==> src/core/hpb_pkg.sv <==
// Package for the host port bus interface: port offsets, status bit positions,
// master cycle states and timing constants.
// Assumes a single 20 MHz system clock domain.
`default_nettype none
package hpb_pkg;
  // ---------------------------------------------------------------
  // Port map
  // ---------------------------------------------------------------
  localparam logic [0:0] PORT_RESET_ACK = 1'h0; // reset_and_irq_ack_port
  localparam logic [0:0] PORT_STATUS_MB = 1'h1; // status_and_mailbox_port
  localparam int         ADDR_W         = 16;
  localparam int         LOW_STRAP_W    = 7;
  localparam int         HIGH_STRAP_W   = 8;
  localparam int         LOW_LSB        = 1;
  localparam int         HIGH_LSB       = 8;
  // ---------------------------------------------------------------
  // Status byte layout
  // ---------------------------------------------------------------
  localparam int ST_SELFTEST = 0;
  localparam int ST_IRQ      = 1;
  localparam int ST_BUSY     = 3;
  localparam int ST_LOOPBACK = 6;
  // ---------------------------------------------------------------
  // Interrupt levels and master bus
  // ---------------------------------------------------------------
  localparam int             IRQ_LEVELS   = 8;
  localparam logic [7:0]     IRQ_DEFAULT  = 8'h04; // Strap 3 -> level 5
  localparam int             MEM_ADDR_W   = 24;
  localparam int             DATA_W       = 16;
  localparam int             RESET_PULSE_NS = 500;
  localparam int             CLK_NS       = 50;
  localparam int             RESET_PULSE_CYC = (RESET_PULSE_NS + CLK_NS - 1) / CLK_NS;
  localparam int             TIMEOUT_US   = 100;
  localparam int             TIMEOUT_CYC  = (TIMEOUT_US * 1000) / CLK_NS;
  // Master cycle states
  typedef enum logic [1:0] {HPB_IDLE, HPB_REQ, HPB_CYCLE, HPB_DONE} hpb_mst_t;
endpackage : hpb_pkg
`default_nettype wire

==> src/core/hpb_host_port.sv <==
// Host port bus interface: two I/O ports, interrupt, mailbox, bus master.
// Assumes host strobes are synchronous one-cycle pulses on sys_clk_in.
`default_nettype none
module hpb_host_port
  import hpb_pkg::*;
#(
  parameter int TIMEOUT_CYCLES = TIMEOUT_CYC,
  parameter int LEVELS         = IRQ_LEVELS
)
(
  input  wire logic                    sys_clk_in,
  input  wire logic                    arst_n_in,
  input  wire logic                    clk_en_in,
  // Host I/O slave side
  input  wire logic [ADDR_W-1:0]       io_addr_in,
  input  wire logic                    io_rd_in,
  input  wire logic                    io_wr_in,
  input  wire logic [7:0]              io_wdata_in,
  output logic [7:0]                   io_rdata_out,
  output logic                         io_ack_out,
  input  wire logic                    mem_rd_in,
  input  wire logic                    mem_wr_in,
  // Straps
  input  wire logic                    wide_decode_select_in,
  input  wire logic                    narrow_decode_select_in,
  input  wire logic [LOW_STRAP_W-1:0]  port_addr_low_straps_in,
  input  wire logic [HIGH_STRAP_W-1:0] port_addr_high_straps_in,
  input  wire logic [LEVELS-1:0]       irq_level_straps_in,
  input  wire logic                    priority_out_connect_in,
  input  wire logic                    common_req_honour_in,
  input  wire logic                    common_req_forced_in,
  input  wire logic                    bus_timeout_enable_in,
  // Board side
  input  wire logic                    selftest_pass_in,
  input  wire logic                    loopback_fail_in,
  input  wire logic                    host_irq_req_in,
  input  wire logic                    mailbox_take_in,
  output logic [7:0]                   mailbox_data_out,
  output logic                         cpu_irq_out,
  output logic                         board_reset_out,
  // Master request from on-board software
  input  wire logic                    mst_req_in,
  input  wire logic                    mst_io_in,
  input  wire logic                    mst_write_in,
  input  wire logic                    mst_wide_in,
  input  wire logic [MEM_ADDR_W-1:0]   mst_addr_in,
  input  wire logic [DATA_W-1:0]       mst_wdata_in,
  output logic                         mst_done_out,
  output logic                         mst_timeout_out,
  output logic [DATA_W-1:0]            mst_rdata_out,
  // Master bus side
  input  wire logic                    bus_prio_in_n_in,
  input  wire logic                    bus_busy_n_in,
  input  wire logic                    bus_xack_in,
  input  wire logic                    bus_cbrq_n_in,
  input  wire logic [DATA_W-1:0]       bus_rdata_in,
  output logic                         bus_req_out,
  output logic                         bus_prio_out_n_out,
  output logic                         bus_busy_oe_out,
  output logic [MEM_ADDR_W-1:0]        bus_addr_out,
  output logic [DATA_W-1:0]            bus_wdata_out,
  output logic                         bus_data_oe_out,
  output logic                         bus_mrd_out,
  output logic                         bus_mwr_out,
  output logic                         bus_iord_out,
  output logic                         bus_iowr_out,
  output logic                         bus_byte_out,
  output logic [LEVELS-1:0]            int_level_oe_out,
  output logic                         bus_cycle_indicator_out
);
  // ---------------------------------------------------------------
  // State
  // ---------------------------------------------------------------
  typedef struct packed {
    logic                  selftest_ok;
    logic                  irq_pend;
    logic                  mbox_full;
    logic [7:0]            mbox;
    logic [7:0]            rdata;
    logic                  ack;
    logic [7:0]            rst_cnt;
    hpb_mst_t              mst;
    logic                  release_bus;
    logic [31:0]           tmo_cnt;
    logic                  done;
    logic                  tmo;
    logic [DATA_W-1:0]     mrdata;
    logic [MEM_ADDR_W-1:0] addr;
    logic [DATA_W-1:0]     wdata;
    logic                  io_cyc;
    logic                  wr_cyc;
    logic                  wide_cyc;
  } hpb_state_t;

  hpb_state_t st;
  hpb_state_t next_st;
  logic       hit;
  logic       port_sel;
  logic       rd_a;
  logic       wr_a;
  logic       rd_b;
  logic       wr_b;
  logic       cbrq_active;
  logic       in_cycle;
  logic [7:0] status;

  // ---------------------------------------------------------------
  // Leaf modules
  // ---------------------------------------------------------------
  hpb_decode u_decode (
    .io_addr_in               (io_addr_in),
    .port_addr_low_straps_in  (port_addr_low_straps_in),
    .port_addr_high_straps_in (port_addr_high_straps_in),
    .wide_decode_select_in    (wide_decode_select_in),
    .narrow_decode_select_in  (narrow_decode_select_in),
    .hit_out                  (hit),
    .port_sel_out             (port_sel)
  );

  hpb_irq_sel #(.LEVELS(LEVELS)) u_irq ( // Strap 3 fitted by default gives level 5
    .irq_level_straps_in (irq_level_straps_in),
    .irq_in              (st.irq_pend),
    .int_level_oe_out    (int_level_oe_out)
  );

  // ---------------------------------------------------------------
  // Port decode; memory strobes never reach this logic
  // ---------------------------------------------------------------
  assign rd_a = hit & io_rd_in & (port_sel == PORT_RESET_ACK);
  assign rd_b = hit & io_rd_in & (port_sel == PORT_STATUS_MB);
  assign wr_a = hit & io_wr_in & (port_sel == PORT_RESET_ACK);
  assign wr_b = hit & io_wr_in & (port_sel == PORT_STATUS_MB);

  // Status byte with undefined bits tied low for stable polling
  always_comb
  begin
    status              = 8'h00;
    status[ST_SELFTEST] = st.selftest_ok;
    status[ST_IRQ]      = st.irq_pend;
    status[ST_BUSY]     = st.mbox_full;
    status[ST_LOOPBACK] = loopback_fail_in;
  end

  // Common request input is ignored unless the honour strap is fitted and the forced strap is not
  assign cbrq_active = common_req_forced_in | ~common_req_honour_in | ~bus_cbrq_n_in;
  assign in_cycle    = (st.mst == HPB_CYCLE);

  // ---------------------------------------------------------------
  // Next-state logic
  // ---------------------------------------------------------------
  always_comb
  begin
    next_st      = st;
    next_st.ack  = 1'b0;
    next_st.done = 1'b0;
    next_st.tmo  = 1'b0;
    // Self-test flag cleared during reset pulse, set once firmware passes
    if (st.rst_cnt != 8'h00)
    begin
      next_st.rst_cnt     = st.rst_cnt - 8'h01;
      next_st.selftest_ok = 1'b0;
    end
    else if (selftest_pass_in)
      next_st.selftest_ok = 1'b1;
    // Host interrupt: a new request wins over a same-cycle acknowledge
    if (wr_a)
      next_st.irq_pend = 1'b0;
    if (host_irq_req_in)
      next_st.irq_pend = 1'b1;
    // Mailbox: CPU take clears, host write sets and wins
    if (mailbox_take_in)
      next_st.mbox_full = 1'b0;
    if (wr_b)
    begin
      next_st.mbox      = io_wdata_in;
      next_st.mbox_full = 1'b1;
    end
    // Host reads and writes are answered in the next cycle
    if (rd_a | rd_b | wr_a | wr_b)
    begin
      next_st.ack   = 1'b1;
      next_st.rdata = rd_b ? status : 8'h00;
    end
    if (rd_a)
    begin
      next_st.rst_cnt     = 8'(RESET_PULSE_CYC);
      next_st.selftest_ok = 1'b0;
      next_st.irq_pend    = 1'b0;
      next_st.mbox_full   = 1'b0;
    end
    // Master sequencer: one bus tenure per command
    case (st.mst)
      HPB_IDLE:
      begin
        if (mst_req_in)
        begin
          next_st.addr     = mst_addr_in;
          next_st.wdata    = mst_wdata_in;
          next_st.io_cyc   = mst_io_in;
          next_st.wr_cyc   = mst_write_in;
          next_st.wide_cyc = mst_wide_in;
          next_st.mst      = HPB_REQ;
        end
      end
      HPB_REQ:
      begin
        if (!bus_prio_in_n_in && bus_busy_n_in)
        begin
          next_st.mst     = HPB_CYCLE;
          next_st.tmo_cnt = 32'h0;
        end
      end
      HPB_CYCLE:
      begin
        next_st.tmo_cnt = st.tmo_cnt + 32'h1;
        if (bus_xack_in)
        begin
          next_st.mrdata = bus_rdata_in;
          next_st.done   = 1'b1;
          next_st.mst    = HPB_DONE;
        end
        else if (bus_timeout_enable_in && st.tmo_cnt >= 32'(TIMEOUT_CYCLES - 1))
        begin
          next_st.done = 1'b1;
          next_st.tmo  = 1'b1;
          next_st.mst  = HPB_DONE;
        end
      end
      HPB_DONE:
        next_st.mst = HPB_IDLE;
      default:
        next_st.mst = HPB_IDLE;
    endcase
    // Release-when-done flag is set after a command only while the common request is active
    next_st.release_bus = (st.mst == HPB_DONE) & cbrq_active;
  end

  // ---------------------------------------------------------------
  // State register
  // ---------------------------------------------------------------
  always_ff @(posedge sys_clk_in or negedge arst_n_in)
  begin
    if (!arst_n_in)
    begin
      st         <= '0;
      st.mst     <= HPB_IDLE;
      st.rst_cnt <= 8'(RESET_PULSE_CYC);
    end
    else if (clk_en_in)
      st <= next_st;
  end

  // ---------------------------------------------------------------
  // Outputs
  // ---------------------------------------------------------------
  assign io_rdata_out     = st.rdata;
  assign io_ack_out       = st.ack;
  assign mailbox_data_out = st.mbox;
  assign cpu_irq_out      = st.mbox_full;
  assign board_reset_out  = (st.rst_cnt != 8'h00);
  assign mst_done_out     = st.done;
  assign mst_timeout_out  = st.tmo;
  assign mst_rdata_out    = st.mrdata;
  // Bus request held from request through cycle only
  assign bus_req_out      = (st.mst == HPB_REQ) | in_cycle;
  // Priority out asserted low while requesting, only if the strap connects it
  assign bus_prio_out_n_out = ~(priority_out_connect_in & bus_req_out);
  assign bus_busy_oe_out  = in_cycle;
  assign bus_addr_out     = st.addr;
  assign bus_wdata_out    = st.wdata;
  assign bus_data_oe_out  = in_cycle & st.wr_cyc;
  assign bus_mrd_out      = in_cycle & ~st.io_cyc & ~st.wr_cyc;
  assign bus_mwr_out      = in_cycle & ~st.io_cyc &  st.wr_cyc;
  assign bus_iord_out     = in_cycle &  st.io_cyc & ~st.wr_cyc;
  assign bus_iowr_out     = in_cycle &  st.io_cyc &  st.wr_cyc;
  assign bus_byte_out     = ~st.wide_cyc;
  assign bus_cycle_indicator_out = in_cycle;
  // Memory strobes are accepted but never answered
  logic unused_mem;
  assign unused_mem = mem_rd_in | mem_wr_in;
endmodule : hpb_host_port
`default_nettype wire

==> src/core/hpb_decode.sv <==
// Port address decoder: compares the host I/O address with the address straps.
// Assumes the address and strap inputs are stable and synchronous to the clock.
`default_nettype none
module hpb_decode
  import hpb_pkg::*;
(
  input  wire logic [ADDR_W-1:0]       io_addr_in,
  input  wire logic [LOW_STRAP_W-1:0]  port_addr_low_straps_in,
  input  wire logic [HIGH_STRAP_W-1:0] port_addr_high_straps_in,
  input  wire logic                    wide_decode_select_in,
  input  wire logic                    narrow_decode_select_in,
  output logic                         hit_out,
  output logic                         port_sel_out
);
  // ---------------------------------------------------------------
  // Compare
  // ---------------------------------------------------------------
  logic low_match;
  logic high_match;
  logic mode_ok;
  // Straps give logic one when installed, zero when absent
  assign low_match  = io_addr_in[LOW_LSB +: LOW_STRAP_W] == port_addr_low_straps_in;
  assign high_match = io_addr_in[HIGH_LSB +: HIGH_STRAP_W] == port_addr_high_straps_in;
  // A contradictory strap pair decodes nothing rather than guessing
  assign mode_ok = wide_decode_select_in ^ narrow_decode_select_in;
  always_comb
  begin
    if (wide_decode_select_in)
      hit_out = mode_ok & low_match & high_match; // 16-bit compare
    else
      hit_out = mode_ok & low_match;               // 8-bit compare uses bits 1-7
  end
  // Bit 0 is never strapped: low picks port A, high picks port B
  assign port_sel_out = io_addr_in[0];
endmodule : hpb_decode
`default_nettype wire

==> src/core/hpb_irq_sel.sv <==
// Interrupt level selector: routes the board interrupt to one bus level.
// Assumes the level straps are static; at most one should be installed.
`default_nettype none
module hpb_irq_sel
  import hpb_pkg::*;
#(
  parameter int LEVELS = IRQ_LEVELS
)
(
  input  wire logic [LEVELS-1:0] irq_level_straps_in,
  input  wire logic              irq_in,
  output logic [LEVELS-1:0]      int_level_oe_out
);
  // ---------------------------------------------------------------
  // Level routing
  // ---------------------------------------------------------------
  // Strap position n (1-based) drives level 8 minus n
  genvar g;
  generate
    for (g = 0; g < LEVELS; g++)
    begin : g_lvl
      assign int_level_oe_out[LEVELS-1-g] = irq_in & irq_level_straps_in[g];
    end
  endgenerate
endmodule : hpb_irq_sel
`default_nettype wire

==> config.mk <==
export PLATFORM = sky130hd
export DESIGN_NAME = hpb_host_port
export DESIGN_NICKNAME = d
export VERILOG_FILES = /design/src/core/hpb_pkg.sv /design/src/core/hpb_host_port.sv /design/src/core/hpb_decode.sv /design/src/core/hpb_irq_sel.sv
export SDC_FILE = /design/constraint.sdc
export NUM_CORES = 1
export LEC_CHECK = 0
export BUFFER_PORTS_ARGS = -buffer_cell sky130_fd_sc_hd__buf_2
export CAP_MARGIN = 40
export CORE_ASPECT_RATIO = 0.75
export CORE_MARGIN = 2
export CORE_UTILIZATION = 48
export CTS_BUF_LIST = sky130_fd_sc_hd__clkbuf_16
export DETAILED_ROUTE_END_ITERATION = 16
export PLACE_DENSITY = 0.76
export SYNTH_ARGS = -nofsm -noshare
export SYNTH_HDL_FRONTEND = slang
export SYNTH_SLANG_ARGS = --single-unit
==> constraint.sdc <==
create_clock -name sys_clk_in -period 4.07 [get_ports sys_clk_in]
set_input_delay 1.0175 -clock sys_clk_in [delete_from_list [all_inputs] [get_ports sys_clk_in]]
set_output_delay 1.0175 -clock sys_clk_in [all_outputs]
set_load 0.05 [all_outputs]
# ---- Word-level counts from Yosys, hierarchy flattened
# Index checks and enable logic that the tools add are counted.
dict set report totals {
  romBits 0
  regBits 122
  out_inout_bits 95
  wordCells 106
  inputBits 128
  ram_bits 0
  n_memories 0
  latchBits 0
}
dict set report classes {
  eq_ne 8
  n_mux 24
  n_reduce_logical 20
  div_mod_pow 0
  bitwise_logic 34
  multipliers 0
  n_shift 0
  n_lt_le_gt_ge 1
  add_sub_neg 2
}
# cell n
set ops {}
lappend ops {{$pmux 32 s2} 1}
lappend ops {{$add 32x1->32 const B} 1}
lappend ops {{$ge 32x11->1 const B} 1}
lappend ops {{$mux 32} 1}
lappend ops {{$and 1x1->1} 24}
lappend ops {{$mux 18} 1}
lappend ops {{$mux 16} 1}
lappend ops {{$mux 8} 2}
lappend ops {{$reduce_and 2->1} 6}
lappend ops {{$mux 2} 5}
lappend ops {{$mux 1} 9}
lappend ops {{$mux 9} 1}
lappend ops {{$reduce_and 3->1} 3}
lappend ops {{$reduce_bool 3->1} 3}
lappend ops {{$eq 8x8->1} 1}
lappend ops {{$pmux 2 s4} 1}
lappend ops {{$reduce_bool 8->1} 1}
lappend ops {{$sub 8x1->8 const B} 1}
lappend ops {{$eq 7x7->1} 1}
lappend ops {{$mux 7} 1}
lappend ops {{$not 1->1} 5}
lappend ops {{$eq 2x2->1 const B} 2}
lappend ops {{$ne 2x2->1 const B} 2}
lappend ops {{$or 1x1->1} 4}
lappend ops {{9 further kinds} 11}

# ---- Logic depth before layout (Yosys ltp)
dict set report logic_depth {
  ltp_word 10
  depth_mapped 8
  ltp_nobuf 7
}

# ---- Hierarchy
# Synthesis repeated with hierarchy kept, for this count alone.
dict set report unflattened {
  hier_cells 547
  area_unflattened_um2 6052.1
}
# mod seq_area_each_um2 area_each_um2 cells_per_inst instances
set modules_own_cells {}
lappend modules_own_cells {hpb_host_port 2980.4 5815.6 515 1}
lappend modules_own_cells {hpb_decode 0.0 186.4 24 1}
lappend modules_own_cells {hpb_irq_sel 0.0 50.0 8 1}

# ---- Worst setup path after synthesis
# OpenSTA, ideal clock, no wires.
dict set report synth_path {
  path_kind {register to output}
  start {register st[94] in the netlist's numbering}
  end {output bus_iord_out}
  path_buffers 0
  t_arrival_ns 2.461
  required_time_ns 3.053
  path_stages_with_launch 5
  setup_slack_ns 0.591
  cell_sequence {dfrtp_1 inv_1 ha_1 inv_1 nor3b_1}
}
dict set report synth_between {
  elab_chain_len 3
}
# item line
set synth_rtl {}
lappend synth_rtl {{start, declared} hpb_host_port.sv:95} ;# hpb_state_t st;
lappend synth_rtl {{start signal, assigned} hpb_host_port.sv:250} ;# st <= next_st;
lappend synth_rtl {{$eq 2x2->1} hpb_host_port.sv:146} ;# assign in_cycle = (st.mst == HPB_CYCLE);
lappend synth_rtl {{via bus_busy_oe_out} hpb_host_port.sv:59} ;# output logic bus_busy_oe_out,
lappend synth_rtl {{$and 1x1->1 (2 in a row)} hpb_host_port.sv:274} ;# assign bus_iord_out = in_cycle & st.io_cyc & ~st.wr_cyc;
lappend synth_rtl {{end, declared} hpb_host_port.sv:65} ;# output logic bus_iord_out,
# The timed path passes the listed nets, and every way through them passes these cells.

# ---- Final worst setup path
dict set report layout_path {
  start {register st[100] in the netlist's numbering}
  end {output board_reset_out}
}
dict set report layout_between {
  elab_chain_len 1
}
# item line
set layout_rtl {}
lappend layout_rtl {{$reduce_bool 8->1} hpb_host_port.sv:260} ;# assign board_reset_out = (st.rst_cnt != 8'h00);
lappend layout_rtl {{end, declared} hpb_host_port.sv:40} ;# output logic board_reset_out,
# Every way passes these cells.

==> impl_metrics.tcl <==
set metrics [dict create \
    synth_warnings 0 \
    outcome "complete, no violations" \
    r2r_cells 8 \
    path_class "reg2out" \
    max-slew-margin-rel_pct 40.70 \
    crit_chain "or4_1 > or4_1 > buf_2" \
    drt_wl_total_um 13700 \
    cts_tree "done" \
    drive_gt1_share_pct 46.16 \
    grt_overflow_total 0 \
    ant_nets 0 \
    antenna_found_initial 0 \
    cts_buffers 17 \
    grt_max_degree 63 \
    start_util_pct 49.34 \
    finalSetupTns_ns 0 \
    rr_endpoint "st[92]" \
    path_buf_inv 1 \
    cp-start-kind "flip-flop" \
    post_cts_buffers 0 \
    syn_area_per_cell_um2 11.04 \
    drv_cap 0 \
    crit_top_cell "or4_1" \
    pwr-share-seq_pct 31.5 \
    peakVddDrop_uv 637.6 \
    syn_to_final_growth_pct 22.32 \
    r2r_start "st[94]" \
    synth_ff_type "dfrtp_1" \
    switchingPower_mw 2.574 \
    rows 35 \
    rsz0062_at_grt "false" \
    crit_required_ns 3.05 \
    slowest_delay_ns 0.62 \
    nFillCells 997 \
    wl_per_cell_um 15.51 \
    r2r_slack_ns 1.26 \
    synthArstFlopShare_pct 100.0 \
    worstSetupEndpointType "primary output" \
    grt.total_usage_pct 20.60 \
    p_int_mw 3.174 \
    routed_via_density 5.093 \
    fin_area_um2 7427 \
    netlist_area_um2 6072 \
    layout_common_cells "212 x buf_2, 117 x dfrtp_1, 68 x mux2_2" \
    insertedDiodeCount 0 \
    nets 837 \
    hold_viol 0 \
    cp_max_fo 5 \
    ctsRootBufferMaster "clkbuf_16" \
    synth.ff_latch_count 119 \
    core_region_area_um2 12310 \
    holdPathStages 1 \
    slew_violations 0 \
    post-route-period-util_pct 78.48 \
    vias 4497 \
    synth_edf_count 0 \
    finalNonFillerCells 883 \
    synth_sequential_area_ratio_pct 49.08 \
    drt_iter0_drc 200 \
    holdPathEnd "io_rdata_out[1]" \
    critical_path.top_delay_family "simple AND/OR/NAND/NOR gates" \
    place_area_um2 6835 \
    worst_path_max_delay_cell "or4_1" \
    power_density_nw_per_um2 773.9 \
    skew_ns 0.01081 \
    dp_cells 851 \
    grt_pass1_vias 4484 \
    place.gp.congestion 0.8653 \
    syn_inst 550 \
    portBuffers 213 \
    tightest_slew_ns 0.8870 \
    clock_path_buffers 2 \
    grt_first_pass_wirelength_um 21860 \
    max_freq_mhz 313.1 \
    htree_levels 4 \
    die_width_um 133.9 \
    clk_latency_ns 0.41 \
    hp-class "reg2reg" \
    clkSlewWorstSetupHoldPaths_ns 0.06 \
    holdBufCountCts 0 \
    die-area_um2 13580 \
    p_leak_nw 3.557 \
    die_h_um 101.4 \
    worstHoldStart "io_rdata_out[1]" \
    combPwrFrac_pct 42.7 \
    route.detailed.drc 0 \
    clkPwrFrac_pct 25.8 \
    cp.arrival_ns 2.18 \
    ctsResizeCount 0 \
    io_pins 223 \
    swShare_pct 44.78 \
    firstDrtPassIters 6 \
    final_common_cell "buf_2" \
    clkSinkCount 119 \
    synth.distinct_cells 57 \
    hpwl_um 10170 \
    setup_viol 0 \
    fin_crit_ns 3.194 \
]
==> power groups by stage <==
stage               sequential [mW]  clock (mW)  combinational (mW)
detailed placement             1.81           0                2.47
floorplan                      1.78           0                2.29
global placement               1.79           0                2.42
finish                         1.81        1.48                2.46
CTS                            1.81        1.51                2.47
global route                   1.85        1.57                2.58
==> synth_stat cells, types with 3 or more instances <==
master | count | area (um2)
xor2_1 | 5 | 43.79
a21oi_1 | 12 | 60.06
and3_1 | 3 | 18.77
nand3_1 | 18 | 90.09
buf_4 | 73 | 548.0
o2bb2ai_1 | 4 | 35.03
a22o_1 | 3 | 26.28
or3_1 | 8 | 50.05
nor2_1 | 29 | 108.9
xnor2_1 | 30 | 262.8
o21ai_0 | 20 | 100.1
nand2_1 | 21 | 78.83
and4_1 | 4 | 35.03
nor3b_1 | 4 | 30.03
ha_1 | 5 | 62.56
clkbuf_1 | 15 | 56.30
and2_1 | 12 | 75.07
nor4b_1 | 3 | 26.28
nor4_1 | 12 | 75.07
nor2b_1 | 3 | 18.77
nor3_1 | 11 | 55.05
or4_1 | 5 | 37.54
mux2i_1 | 3 | 30.03
nand2b_1 | 3 | 18.77
dfrtp_1 | 117 | 2928
mux2_2 | 68 | 765.7
nand4_1 | 7 | 43.79
inv_1 | 17 | 63.81
==> state kept, by name, indices dropped and copies added (netlist names) <==
signal            count
io_ack_out            1
mst_rdata_out        16
st                   47
bus_wdata_out        16
bus_addr_out         24
mst_done_out          1
mailbox_data_out      8
mst_timeout_out       1
io_rdata_out          4
cpu_irq_out           1
==> final cells by class <==
type,count,area (um2),area share [%]
clock buffer,17,425.4,5.728
sequential,119,2980,40.13
multi-input combinational,327,2435,32.78
inverter,17,63.81,0.8592
clock inverter,15,166.4,2.241
timing repair buffer,222,1149,15.46
tap,166,207.7,2.796
==> routing by layer <==
layer  track usage (%)  vias to the layer above  share of wire [%]
li1                  -                     2172                  -
met1             25.06                     2165                 42
met2             34.32                      138                 50
met3             7.207                       22                6.7
met4             7.610                        0                1.5
met5                 0                        -                  0
==> how the worst max path moves through the flow <==
stage | from | to | slack [ns] | depth (start not counted)
3_5_place_dp | bus_prio_in_n_in | st[92] | 1.12 | 7
2_1_floorplan | st[94] | bus_iord_out | 0.59 | 4
5_1_grt | st[94] | bus_iord_out | 0.74 | 5
3_3_place_gp | bus_prio_in_n_in | st[92] | 1.18 | 7
4_1_cts | st[100] | board_reset_out | 0.87 | 3
6_report | st[100] | board_reset_out | 0.88 | 3
==> kinds of logic (layout without fill, tap and decap cells) <==
| logic type | count (synthesis) | after routing | synth area share (%) |
|---|---|---|---|
| DFF | 119 | 119 | 49.08 |
| xor gates and xnor gates | 35 | 35 | 5.048 |
| muxes | 71 | 71 | 13.11 |
| and+or+nand+nor | 149 | 149 | 13.50 |
| buffers and inverters | 107 | 271 | 11.15 |
| AOI/OAI and AO/OA | 63 | 63 | 7.027 |
| adders and majority gates | 5 | 5 | 1.030 |
| other | 1 | 4 | 0.06176 |
==> per-stage QoR <==
| stage | util, % | hold WS (ns) | setup WS [ns] | power, mW |
|---|---|---|---|---|
| 4_1_cts | 60.36 | 0.4881 | 0.8708 | 5.788 |
| 3_5_place_dp | 55.55 | 0.4685 | 1.116 | 4.279 |
| 5_1_grt | 60.36 | 0.5072 | 0.7409 | 5.994 |
| 3_3_place_gp | 55.55 | 0.4729 | 1.177 | 4.212 |
| 6_report | 60.36 | 0.4880 | 0.8758 | 5.748 |
| 2_1_floorplan | - | 0.4573 | 0.5914 | 4.068 |
(Power assumes the default switching activity.)
